### src/sx_pkg.sv
// Purpose: Shared constants and types for the stepper indexer motion command block
// Assumes: Wishbone classic slave, 32-bit data, byte addresses
// Notes:   Status codes are the ASCII characters reported to the host
package sx_pkg;

  // Register byte offsets
  localparam logic [7:0] ADDR_CMD    = 8'h00;
  localparam logic [7:0] ADDR_PARAM  = 8'h04;
  localparam logic [7:0] ADDR_CONFIG = 8'h08;
  localparam logic [7:0] ADDR_SPEED  = 8'h0c;
  localparam logic [7:0] ADDR_STATUS = 8'h10;
  localparam logic [7:0] ADDR_POS    = 8'h14;
  localparam logic [7:0] ADDR_SLIP   = 8'h18;
  localparam logic [7:0] ADDR_REL    = 8'h1c;
  localparam logic [7:0] ADDR_OUTS   = 8'h20;

  // CONFIG field positions
  localparam int CFG_ADDR_LSB  = 0;
  localparam int CFG_MICRO_BIT = 8;

  // Reset values
  localparam logic [7:0]  SLIP_RESET     = 8'h0a;
  localparam logic [7:0]  OUTS_IDLE      = 8'hff;
  localparam logic [5:0]  MOD_ADDR_RESET = 6'h00;
  localparam logic [15:0] VMIN_RESET     = 16'h0400;
  localparam logic [15:0] VMAX_RESET     = 16'h0040;

  // Limits
  localparam logic [31:0] SLIP_MAX   = 32'h0000_00ff;
  localparam logic [31:0] REL_MAX    = 32'h000f_423e;
  localparam logic [31:0] FULL_MAX   = 32'h007f_ffff;
  localparam logic [15:0] ACC_DELTA  = 16'h0010;

  // Profile computation time
  localparam int CLK_MHZ       = 250;
  localparam int PROF_CALC_NS  = 2000;
  localparam int PROF_CALC_CYC = (PROF_CALC_NS * CLK_MHZ + 999) / 1000;

  // Status codes
  localparam logic [7:0] ST_NONE    = 8'h4e;
  localparam logic [7:0] ST_STATE   = 8'h41;
  localparam logic [7:0] ST_UNKNOWN = 8'h43;
  localparam logic [7:0] ST_PARAM   = 8'h30;
  localparam logic [7:0] ST_RANGE   = 8'h31;
  localparam logic [7:0] ST_MEMRST  = 8'h4d;

  typedef enum logic [3:0] {
    OP_NOP       = 4'h0,
    OP_DIR_CW    = 4'h1,
    OP_DIR_CCW   = 4'h2,
    OP_STALL_TOL = 4'h3,
    OP_ORIGIN    = 4'h4,
    OP_REF_POS   = 4'h5,
    OP_REL_DIST  = 4'h6,
    OP_ABS_MOVE  = 4'h7,
    OP_DECEL     = 4'h8,
    OP_RET_ORIG  = 4'h9,
    OP_MEM_RST   = 4'ha
  } sx_op_t;

  typedef enum logic [1:0] {
    ADR_ONE = 2'h0,
    ADR_ANY = 2'h1,
    ADR_ALL = 2'h2
  } sx_adr_t;

  // Parsed command word written to ADDR_CMD
  typedef struct packed {
    logic        addr_given;
    logic [5:0]  addr;
    logic        p_present;
    logic        p_numeric;
    logic        p_signed;
    logic        p_ovf;
    sx_op_t      opcode;
  } sx_cmd_t;

  typedef enum logic [1:0] {
    MV_IDLE  = 2'h0,
    MV_CALC  = 2'h1,
    MV_RUN   = 2'h2,
    MV_DECEL = 2'h3
  } sx_mv_t;

endpackage

### src/sx_motion_cmd.sv
// Purpose: Command decode and motion engine of a stepper indexer
// Assumes: Commands arrive already parsed; sequence engine is on this clock
// Notes:   Registers reached over Wishbone classic, one cycle answer
//
// Contract
// Commands carry single, optional or no address
// Non-starred commands need standstill and no sequence
// Direction commands set later relative move direction
// Slip threshold up to 255, default 10
// Threshold changes only between sequences
// Stall tolerance errors 0 and 1
// Origin init clears absolute step counter
// Reset and memory reset clear counter
// Origin init refused while moving or sequencing
// Reference redefined without motion, old frame value
// Reference errors give code 0
// Reference zero acts like origin init
// Relative count stored, at most 999998
// Relative count survives power loss
// Relative distance errors 0 and 1
// Absolute move starts at once to target
// Profile computed before first move after speed change
// No motion when already at target
// Absolute move errors 0 and 1
// Absolute move to zero equals return origin
// Decelerating stop ramps to lowest speed, halts
// Full step outputs go FF after stop
// State refusal sets unauthorised status code
// Direction and count persist until replaced
`timescale 1ns/1ps
`default_nettype none

module sx_motion_cmd #(
  parameter int          PROF_CYC = sx_pkg::PROF_CALC_CYC,
  parameter logic [15:0] VMIN_DEF = sx_pkg::VMIN_RESET,
  parameter logic [15:0] VMAX_DEF = sx_pkg::VMAX_RESET
) (
  input  wire logic        clk_i,
  input  wire logic        rst_i,
  input  wire logic        wb_cyc_i,
  input  wire logic        wb_stb_i,
  input  wire logic        wb_we_i,
  input  wire logic [7:0]  wb_adr_i,
  input  wire logic [3:0]  wb_sel_i,
  input  wire logic [31:0] wb_dat_i,
  output logic      [31:0] wb_dat_o,
  output logic             wb_ack_o,
  input  wire logic        seq_running_i,
  input  wire logic [19:0] nv_rel_count_i,
  output logic             nv_write_o,
  output logic      [19:0] rel_count_o,
  output logic             dir_cw_o,
  output logic      [7:0]  slip_threshold_o,
  output logic             seq_abort_o,
  output logic             step_o,
  output logic             step_dir_o,
  output logic      [7:0]  logic_out_o
);

  // Bus registers
  logic        ack_reg;
  logic [31:0] rdata_reg;
  logic [31:0] param_reg;
  logic [5:0]  mod_addr_reg;
  logic        micro_reg;
  logic [15:0] vmin_reg;
  logic [15:0] vmax_reg;
  logic [7:0]  outs_reg;
  logic [7:0]  status_reg;

  // Command state
  logic        dir_cw_reg;
  logic [7:0]  slip_reg;
  logic [7:0]  slip_pend_reg;
  logic        slip_upd_reg;
  logic [19:0] rel_reg;
  logic        nv_wr_reg;
  logic        abort_reg;

  // Motion state
  sx_pkg::sx_mv_t mv_reg;
  logic signed [31:0] pos_reg;
  logic signed [31:0] target_reg;
  logic [15:0] period_reg;
  logic [15:0] tick_reg;
  logic [31:0] ramp_reg;
  logic        calc_dirty_reg;
  logic [31:0] calc_cnt_reg;
  logic        step_reg;
  logic        stop_ff_reg;

  // Bus decode
  logic            bus_req;
  logic            wr_fire;
  sx_pkg::sx_cmd_t cmd;
  logic            cmd_fire;

  assign bus_req  = wb_cyc_i & wb_stb_i;
  assign wr_fire  = bus_req & wb_we_i & ack_reg & (&wb_sel_i);
  assign cmd      = sx_pkg::sx_cmd_t'(wb_dat_i[14:0]);
  assign cmd_fire = wr_fire & (wb_adr_i == sx_pkg::ADDR_CMD);

  // Command classification
  logic        moving;
  logic        addr_ok;
  logic        star_cmd;
  logic        known;
  logic        state_bad;
  logic [31:0] mag;
  logic        param_bad;
  logic        ok_exec;
  logic [7:0]  err_code;
  sx_pkg::sx_adr_t adr_cls;

  assign moving = (mv_reg != sx_pkg::MV_IDLE);
  assign mag    = param_reg[31] ? (32'h0 - param_reg) : param_reg;

  always_comb begin
    case (cmd.opcode)
      sx_pkg::OP_MEM_RST: adr_cls = sx_pkg::ADR_ALL;
      default:            adr_cls = sx_pkg::ADR_ANY;
    endcase
  end

  always_comb begin
    case (adr_cls)
      sx_pkg::ADR_ONE: addr_ok = cmd.addr_given & (cmd.addr == mod_addr_reg);
      sx_pkg::ADR_ANY: addr_ok = !cmd.addr_given | (cmd.addr == mod_addr_reg);
      default:         addr_ok = 1'b1;
    endcase
  end

  assign star_cmd  = (cmd.opcode == sx_pkg::OP_DECEL);
  assign state_bad = !star_cmd & (moving | seq_running_i);

  always_comb begin
    known     = 1'b1;
    param_bad = 1'b0;
    err_code  = sx_pkg::ST_NONE;
    case (cmd.opcode)
      sx_pkg::OP_DIR_CW, sx_pkg::OP_DIR_CCW: begin
        known = !micro_reg;
      end
      sx_pkg::OP_STALL_TOL: begin
        if (!cmd.p_present | !cmd.p_numeric | cmd.p_ovf) begin
          param_bad = 1'b1;
          err_code  = sx_pkg::ST_PARAM;
        end else if (param_reg[31] | (param_reg > sx_pkg::SLIP_MAX)) begin
          param_bad = 1'b1;
          err_code  = sx_pkg::ST_RANGE;
        end
      end
      sx_pkg::OP_REF_POS: begin
        if (!cmd.p_present | !cmd.p_numeric | cmd.p_ovf |
            (!micro_reg & (mag > sx_pkg::FULL_MAX))) begin
          param_bad = 1'b1;
          err_code  = sx_pkg::ST_PARAM;
        end
      end
      sx_pkg::OP_REL_DIST: begin
        known = !micro_reg;
        if (!cmd.p_present | !cmd.p_numeric | cmd.p_signed | cmd.p_ovf) begin
          param_bad = 1'b1;
          err_code  = sx_pkg::ST_PARAM;
        end else if (param_reg > sx_pkg::REL_MAX) begin
          param_bad = 1'b1;
          err_code  = sx_pkg::ST_RANGE;
        end
      end
      sx_pkg::OP_ABS_MOVE: begin
        if (!cmd.p_present | !cmd.p_numeric | cmd.p_ovf) begin
          param_bad = 1'b1;
          err_code  = sx_pkg::ST_PARAM;
        end else if (!micro_reg & (mag > sx_pkg::FULL_MAX)) begin
          param_bad = 1'b1;
          err_code  = sx_pkg::ST_RANGE;
        end
      end
      sx_pkg::OP_ORIGIN, sx_pkg::OP_DECEL,
      sx_pkg::OP_RET_ORIG, sx_pkg::OP_MEM_RST: begin
        known = 1'b1;
      end
      default: begin
        known = 1'b0;
      end
    endcase
  end

  assign ok_exec = cmd_fire & addr_ok & known & !state_bad & !param_bad;

  // Wishbone answer
  always_ff @(posedge clk_i) begin
    if (rst_i) begin
      ack_reg <= 1'b0;
    end else begin
      ack_reg <= bus_req & !ack_reg;
    end
  end

  always_ff @(posedge clk_i) begin
    if (rst_i) begin
      rdata_reg <= 32'h0;
    end else if (bus_req & !ack_reg) begin
      case (wb_adr_i)
        sx_pkg::ADDR_CMD:    rdata_reg <= {24'h0, status_reg};
        sx_pkg::ADDR_PARAM:  rdata_reg <= param_reg;
        sx_pkg::ADDR_CONFIG: rdata_reg <= {23'h0, micro_reg, 2'h0, mod_addr_reg};
        sx_pkg::ADDR_SPEED:  rdata_reg <= {vmin_reg, vmax_reg};
        sx_pkg::ADDR_STATUS: rdata_reg <= {16'h0, status_reg, 1'b0, slip_upd_reg,
                                           calc_dirty_reg, dir_cw_reg, seq_running_i,
                                           mv_reg, moving};
        sx_pkg::ADDR_POS:    rdata_reg <= pos_reg;
        sx_pkg::ADDR_SLIP:   rdata_reg <= {24'h0, slip_reg};
        sx_pkg::ADDR_REL:    rdata_reg <= {12'h0, rel_reg};
        sx_pkg::ADDR_OUTS:   rdata_reg <= {24'h0, outs_reg};
        default:             rdata_reg <= 32'h0;
      endcase
    end
  end

  // Software configuration
  always_ff @(posedge clk_i) begin
    if (rst_i) begin
      param_reg    <= 32'h0;
      mod_addr_reg <= sx_pkg::MOD_ADDR_RESET;
      micro_reg    <= 1'b0;
    end else if (wr_fire) begin
      if (wb_adr_i == sx_pkg::ADDR_PARAM) begin
        param_reg <= wb_dat_i;
      end
      if (wb_adr_i == sx_pkg::ADDR_CONFIG) begin
        mod_addr_reg <= wb_dat_i[sx_pkg::CFG_ADDR_LSB +: 6];
        micro_reg    <= wb_dat_i[sx_pkg::CFG_MICRO_BIT];
      end
    end
  end

  always_ff @(posedge clk_i) begin
    if (rst_i) begin
      vmin_reg <= VMIN_DEF;
      vmax_reg <= VMAX_DEF;
    end else if (wr_fire & (wb_adr_i == sx_pkg::ADDR_SPEED)) begin
      vmax_reg <= wb_dat_i[15:0];
      vmin_reg <= wb_dat_i[31:16];
    end
  end

  // Status code of the last command
  always_ff @(posedge clk_i) begin
    if (rst_i) begin
      status_reg <= sx_pkg::ST_NONE;
    end else if (cmd_fire & addr_ok) begin
      if (!known) begin
        status_reg <= sx_pkg::ST_UNKNOWN;
      end else if (state_bad) begin
        status_reg <= sx_pkg::ST_STATE;
      end else if (param_bad) begin
        status_reg <= err_code;
      end else if (cmd.opcode == sx_pkg::OP_MEM_RST) begin
        status_reg <= sx_pkg::ST_MEMRST;
      end else begin
        status_reg <= sx_pkg::ST_NONE;
      end
    end
  end

  // Direction of relative moves
  always_ff @(posedge clk_i) begin
    if (rst_i) begin
      dir_cw_reg <= 1'b1;
    end else if (ok_exec & (cmd.opcode == sx_pkg::OP_DIR_CW)) begin
      dir_cw_reg <= 1'b1;
    end else if (ok_exec & (cmd.opcode == sx_pkg::OP_DIR_CCW)) begin
      dir_cw_reg <= 1'b0;
    end
  end

  // Slip threshold, held during sequences
  always_ff @(posedge clk_i) begin
    if (rst_i) begin
      slip_reg      <= sx_pkg::SLIP_RESET;
      slip_pend_reg <= sx_pkg::SLIP_RESET;
      slip_upd_reg  <= 1'b0;
    end else if (ok_exec & (cmd.opcode == sx_pkg::OP_STALL_TOL)) begin
      slip_pend_reg <= param_reg[7:0];
      slip_upd_reg  <= 1'b1;
    end else if (slip_upd_reg & !seq_running_i) begin
      slip_reg     <= slip_pend_reg;
      slip_upd_reg <= 1'b0;
    end
  end

  // Relative step count, restored from non-volatile copy
  always_ff @(posedge clk_i) begin
    if (rst_i) begin
      rel_reg   <= nv_rel_count_i;
      nv_wr_reg <= 1'b0;
    end else begin
      nv_wr_reg <= 1'b0;
      if (ok_exec & (cmd.opcode == sx_pkg::OP_REL_DIST)) begin
        rel_reg   <= param_reg[19:0];
        nv_wr_reg <= 1'b1;
      end
    end
  end

  // Profile computation after a speed change
  always_ff @(posedge clk_i) begin
    if (rst_i) begin
      calc_dirty_reg <= 1'b1;
      calc_cnt_reg   <= 32'h0;
    end else if (wr_fire & (wb_adr_i == sx_pkg::ADDR_SPEED)) begin
      calc_dirty_reg <= 1'b1;
      calc_cnt_reg   <= 32'h0;
    end else if (mv_reg == sx_pkg::MV_CALC) begin
      if (calc_cnt_reg >= 32'(PROF_CYC - 1)) begin
        calc_dirty_reg <= 1'b0;
      end else begin
        calc_cnt_reg <= calc_cnt_reg + 32'h1;
      end
    end
  end

  // Motion engine
  logic start_move;
  logic signed [31:0] new_target;
  logic [31:0] remain;
  logic        tick_hit;
  logic        at_target;

  assign new_target = (cmd.opcode == sx_pkg::OP_RET_ORIG) ? 32'sh0 : param_reg;
  assign start_move = ok_exec & ((cmd.opcode == sx_pkg::OP_ABS_MOVE) |
                                 (cmd.opcode == sx_pkg::OP_RET_ORIG));
  assign remain     = (target_reg > pos_reg) ? 32'(target_reg - pos_reg)
                                             : 32'(pos_reg - target_reg);
  assign tick_hit   = (tick_reg >= period_reg);
  assign at_target  = (pos_reg == target_reg);

  always_ff @(posedge clk_i) begin
    if (rst_i) begin
      mv_reg      <= sx_pkg::MV_IDLE;
      target_reg  <= 32'sh0;
      period_reg  <= VMIN_DEF;
      tick_reg    <= 16'h0;
      ramp_reg    <= 32'h0;
      step_reg    <= 1'b0;
      stop_ff_reg <= 1'b0;
    end else begin
      step_reg    <= 1'b0;
      stop_ff_reg <= 1'b0;
      case (mv_reg)
        sx_pkg::MV_IDLE: begin
          period_reg <= vmin_reg;
          tick_reg   <= 16'h0;
          ramp_reg   <= 32'h0;
          if (start_move & (new_target != pos_reg)) begin
            target_reg <= new_target;
            mv_reg     <= calc_dirty_reg ? sx_pkg::MV_CALC : sx_pkg::MV_RUN;
          end
        end
        sx_pkg::MV_CALC: begin
          if (!calc_dirty_reg) begin
            mv_reg <= sx_pkg::MV_RUN;
          end
        end
        sx_pkg::MV_RUN: begin
          if (ok_exec & (cmd.opcode == sx_pkg::OP_DECEL)) begin
            mv_reg <= sx_pkg::MV_DECEL;
          end else if (at_target) begin
            mv_reg <= sx_pkg::MV_IDLE;
          end else if (tick_hit) begin
            tick_reg <= 16'h0;
            step_reg <= 1'b1;
            if (remain <= ramp_reg + 32'h1) begin
              period_reg <= (period_reg + sx_pkg::ACC_DELTA > vmin_reg) ? vmin_reg
                            : period_reg + sx_pkg::ACC_DELTA;
              ramp_reg   <= (ramp_reg == 32'h0) ? 32'h0 : ramp_reg - 32'h1;
            end else if (period_reg > vmax_reg + sx_pkg::ACC_DELTA) begin
              period_reg <= period_reg - sx_pkg::ACC_DELTA;
              ramp_reg   <= ramp_reg + 32'h1;
            end
          end else begin
            tick_reg <= tick_reg + 16'h1;
          end
        end
        sx_pkg::MV_DECEL: begin
          if (at_target | (period_reg >= vmin_reg)) begin
            mv_reg      <= sx_pkg::MV_IDLE;
            stop_ff_reg <= !micro_reg;
          end else if (tick_hit) begin
            tick_reg   <= 16'h0;
            step_reg   <= 1'b1;
            period_reg <= period_reg + sx_pkg::ACC_DELTA;
          end else begin
            tick_reg <= tick_reg + 16'h1;
          end
        end
        default: begin
          mv_reg <= sx_pkg::MV_IDLE;
        end
      endcase
      if (ok_exec & (cmd.opcode == sx_pkg::OP_MEM_RST)) begin
        mv_reg <= sx_pkg::MV_IDLE;
      end
    end
  end

  // Absolute step counter
  always_ff @(posedge clk_i) begin
    if (rst_i) begin
      pos_reg <= 32'sh0;
    end else if (ok_exec & ((cmd.opcode == sx_pkg::OP_ORIGIN) |
                            (cmd.opcode == sx_pkg::OP_MEM_RST) |
                            ((cmd.opcode == sx_pkg::OP_REF_POS) & (param_reg == 32'h0)))) begin
      pos_reg <= 32'sh0;
    end else if (ok_exec & (cmd.opcode == sx_pkg::OP_REF_POS)) begin
      pos_reg <= pos_reg - param_reg;
    end else if (step_reg) begin
      pos_reg <= (target_reg > pos_reg) ? pos_reg + 32'sh1 : pos_reg - 32'sh1;
    end
  end

  // Decelerating stop also ends a running sequence
  always_ff @(posedge clk_i) begin
    if (rst_i) begin
      abort_reg <= 1'b0;
    end else begin
      abort_reg <= ok_exec & (cmd.opcode == sx_pkg::OP_DECEL) & seq_running_i;
    end
  end

  // Logical outputs
  always_ff @(posedge clk_i) begin
    if (rst_i) begin
      outs_reg <= sx_pkg::OUTS_IDLE;
    end else if (stop_ff_reg | (ok_exec & (cmd.opcode == sx_pkg::OP_DECEL) &
                                !moving & !micro_reg)) begin
      outs_reg <= sx_pkg::OUTS_IDLE;
    end else if (wr_fire & (wb_adr_i == sx_pkg::ADDR_OUTS)) begin
      outs_reg <= wb_dat_i[7:0];
    end
  end

  assign wb_ack_o         = ack_reg;
  assign wb_dat_o         = rdata_reg;
  assign nv_write_o       = nv_wr_reg;
  assign rel_count_o      = rel_reg;
  assign dir_cw_o         = dir_cw_reg;
  assign slip_threshold_o = slip_reg;
  assign seq_abort_o      = abort_reg;
  assign step_o           = step_reg;
  assign step_dir_o       = (target_reg > pos_reg);
  assign logic_out_o      = outs_reg;

endmodule

`default_nettype wire

### config.mk
export PLATFORM = sky130hd
export DESIGN_NAME = sx_motion_cmd
export DESIGN_NICKNAME = d
export VERILOG_FILES = /design/src/sx_pkg.sv /design/src/sx_motion_cmd.sv
export SDC_FILE = /design/constraint.sdc
export NUM_CORES = 1
export LEC_CHECK = 0
export BUFFER_PORTS_ARGS = -buffer_cell sky130_fd_sc_hd__clkbuf_2
export CORE_UTILIZATION = 57
export DETAILED_ROUTE_END_ITERATION = 7
export GPL_TIMING_DRIVEN = 0
export PLACE_DENSITY = 0.79
export SYNTH_ARGS = -nofsm -noshare
export SYNTH_HDL_FRONTEND = slang
export SYNTH_SLANG_ARGS = --single-unit
### constraint.sdc
create_clock -name clk_i -period 7 [get_ports clk_i]
set_clock_uncertainty 0.15 [all_clocks]
set_input_delay 1.4 -clock clk_i [delete_from_list [all_inputs] [get_ports clk_i]]
set_output_delay 1.4 -clock clk_i [all_outputs]
set_load 0.02 [all_outputs]
==> results.sh <==
export IMPL_cts_tree="built"
export IMPL_power_share_clock_pct=51.2
export IMPL_power_mw=4.142
export IMPL_drive_gt1_share_pct=9.874
export IMPL_start_util_pct=58.08
export IMPL_grt_antenna_before_repair=2
export IMPL_clock_latency_ps=570
export IMPL_cts_sinks=322
export IMPL_p_sw_mw=0.9840
export IMPL_synth_most_common_cell="nand2_1"
export IMPL_crit_arrival_ps=7220
export IMPL_min_path_cells=1
export IMPL_yosysTopAreaCell="dfxtp_1"
export IMPL_row_count=76
export IMPL_via_per_inst=6.746
export IMPL_io_pins=144
export IMPL_setup_viol=0
export IMPL_gp_congestion=1.043
export IMPL_worstMarginPinSlew_ps=1410
export IMPL_syn_area_per_cell_um2=7.673
export IMPL_portBuffers=141
export IMPL_cts_clk_slew_worst_paths_ps=70
export IMPL_power_density_mw_per_mm2=146.9
export IMPL_first_iter_violations=4046
export IMPL_yosysWarningCount=0
export IMPL_fin_crit_sh_pct=98.94
export IMPL_rrSetupSlack_ps=70
export IMPL_wl_per_cell_um=25.55
export IMPL_fmax_ghz=0.1444
export IMPL_grt_pass1_vias=25870
export IMPL_antennaDiodeCount=0
export IMPL_syn_area_mm2=0.02513
export IMPL_hold_violations=0
export IMPL_crit_type="flop to flop"
export IMPL_period_needed_ps=6926
export IMPL_drc=90
export IMPL_fillers=3709
export IMPL_yosysTopAreaCellShare_pct=24.06
export IMPL_hold_start="calc_cnt_reg[28]$_SDFFE_PP0P_"
export IMPL_dr_total_vias=27450
export IMPL_stdcell_area_mm2=0.02820
export IMPL_detail_route_antenna_nets=0
export IMPL_synthTopCellsByArea="dfxtp_1 (24%), ha_1 (11%), a21oi_1 (6.7%)"
export IMPL_syn_to_final_growth_pct=12.23
export IMPL_pre_cts_ws_ps=-2902
export IMPL_swShare_pct=23.76
export IMPL_core_area_mm2=0.04327
export IMPL_crit_path_end_kind="flop"
export IMPL_combPwrFrac_pct=3.7
export IMPL_setup_slack_ps=74.38
export IMPL_nNetsFinal=3757
export IMPL_numCtsBuffers=38
export IMPL_start_kind="flop"
export IMPL_ys_top_cells_by_count="nand2_1 (336), a21oi_1 (335), dfxtp_1 (302), nor2_1 (281), ha_1 (226)"
export IMPL_synthArstFlopShare_pct=0
export IMPL_irDropWorstVdd_mv=0.1567
export IMPL_routed_wl_um=104000
export IMPL_rsz0062_at_grt="no"
export IMPL_cts_hold_buf=0
export IMPL_synth_distinct_cells=91
export IMPL_critPathMaxStageDelay_ps=540
export IMPL_p_seq_share_pct=45.0
export IMPL_crit_start="pos_reg[4]$_SDFFE_PP0P_"
export IMPL_dp_hpwl_um=80980
export IMPL_r2r_cells=26
export IMPL_dieArea_mm2=0.04493
export IMPL_status="complete, but fails checks"
export IMPL_place_area_mm2=0.02659
export IMPL_intPower_mw=3.158
export IMPL_crit_required_ps=7290
export IMPL_path_max_fanout=10
export IMPL_die_h_um=212.0
export IMPL_cts_buffer_depth=3
export IMPL_maxCapViolations=0
export IMPL_syn_inst=3275
export IMPL_die_width_um=212.0
export IMPL_final_max_slew_viol_count=0
export IMPL_grt_usage_pct=45.19
export IMPL_drt_first_pass_iters=8
export IMPL_synth_edff_count=20
export IMPL_syn_nets=3575
export IMPL_grt_first_pass_wirelength_um=153500
export IMPL_r2r_start="pos_reg[4]$_SDFFE_PP0P_"
export IMPL_ys_flop_type="dfxtp_1"
export IMPL_max_slew_margin_pct=5.267
export IMPL_p_leak_nw=11.83
export IMPL_cpMaxStageDelayCell="dfxtp_2"
export IMPL_ctsHtreeMaxLevel=2
export IMPL_violations="design-rule violations"
export IMPL_grt_max_degree=41
export IMPL_hold_class="flop to flop"
export IMPL_ys_ff_latch=322
export IMPL_ys_seq_area_share_pct=26.45
export IMPL_root_buffer="clkbuf_16"
export IMPL_gr_total_overflow=0
## cell families (layout without fill, tap and decap cells)
| group | after synthesis | in the layout | share of synthesized area, % |
|---|---|---|---|
| AOI/OAI and AO/OA | 979 | 979 | 25.22 |
| xor gates and xnor gates | 174 | 174 | 6.065 |
| adders and majority gates | 230 | 230 | 11.57 |
| buffers and inverters | 376 | 585 | 5.751 |
| DFF | 322 | 322 | 26.45 |
| muxes | 104 | 104 | 4.193 |
| and+or+nand+nor | 1090 | 1090 | 20.75 |
## per-layer routing
metal | GRT usage [%] | share of wire [%]
met1 | 54.86 | 37
met2 | 71.29 | 43
met3 | 12.00 | 12
met4 | 27.39 | 7.5
met5 | 0 | 0.021
## worst paths after layout
kind | end
worst min-delay path | calc_cnt_reg[28]$_SDFFE_PP0P_
worst max register to register | period_reg[11]$_SDFFE_PP0P_
worst min register to register | calc_cnt_reg[28]$_SDFFE_PP0P_
worst max-delay path | period_reg[11]$_SDFFE_PP0P_
## stage by stage
| step | setup TNS [ps] | cells | hold WS [ps] | util, % |
|---|---|---|---|---|
| after global placement | -138870 | 4001 | 292.2 | 61.42 |
| after global routing | 0 | 4069 | 333.2 | 65.18 |
| final | 0 | 4069 | 312.1 | 65.18 |
| after floorplan | 0 | 3275 | 280.2 | - |
| after CTS | 0 | 4073 | 313.5 | 64.95 |
| after detailed placement | -147850 | 4002 | 299.5 | 61.46 |
## critical path: cells and delay by family (launching register included)
family,cells,cell delay [ps]
DFF,1,540
and+or+nand+nor,2,360
xor gates and xnor gates,1,200
buffers and inverters,4,1230
adders and majority gates,2,760
AOI/OAI and AO/OA,17,3540
## final cells by class
cell class                 instances  area (um2)  share of cell area [%]
buffer                           191       805.8                   2.857
clock buffer                      45        1017                   3.607
clock inverter                    22       286.5                   1.016
inverter                         177       669.4                   2.374
multi-input combinational       2577       17210                   61.03
sequential                       322        6680                   23.69
tap                              585       732.0                   2.595
timing repair buffer             150       798.3                   2.831
## what timing repair did
action,4_1_cts,5_1_grt
pin swaps,1,1
cloned,0,1
buffers inserted,4,3
endpoints found under the setup margin,71,57
resized for setup,62,40
## power groups by stage
stage	Clock (mW)	Sequential, mW	Combinational [mW]
after floorplan	0	1.91	0.0597
after global placement	0	1.91	0.142
after detailed placement	0	1.91	0.145
after CTS	2.10	1.87	0.146
after global routing	2.18	1.86	0.158
final	2.12	1.87	0.154
## placed cells by master, fill, tap and decap left out, types with 13 or more instances in the layout
master       n
nand2_1    336
a21oi_1    332
nor2_1     280
dfxtp_1    279
ha_1       225
inv_1      172
o21ai_0    162
clkbuf_1   155
clkbuf_2   150
a21o_1     104
nand3_1     97
xnor2_1     91
mux2i_1     91
nor3_1      84
xor2_1      79
nand4_1     58
a211oi_1    54
a22oi_1     41
clkbuf_16   39
and2_1      34
and3_1      32
a31oi_1     29
nor2b_1     28
nor4_1      27
a222oi_1    27
nand3b_1    21
or3_1       21
o21bai_1    21
dfxtp_2     21
o31ai_1     20
edfxtp_1    20
o211ai_1    19
nand2b_1    16
a32o_1      16
o21a_1      14
a221oi_1    14
o32ai_1     14
buf_2       13
Note: power is estimated with default switching activity, not from simulation.
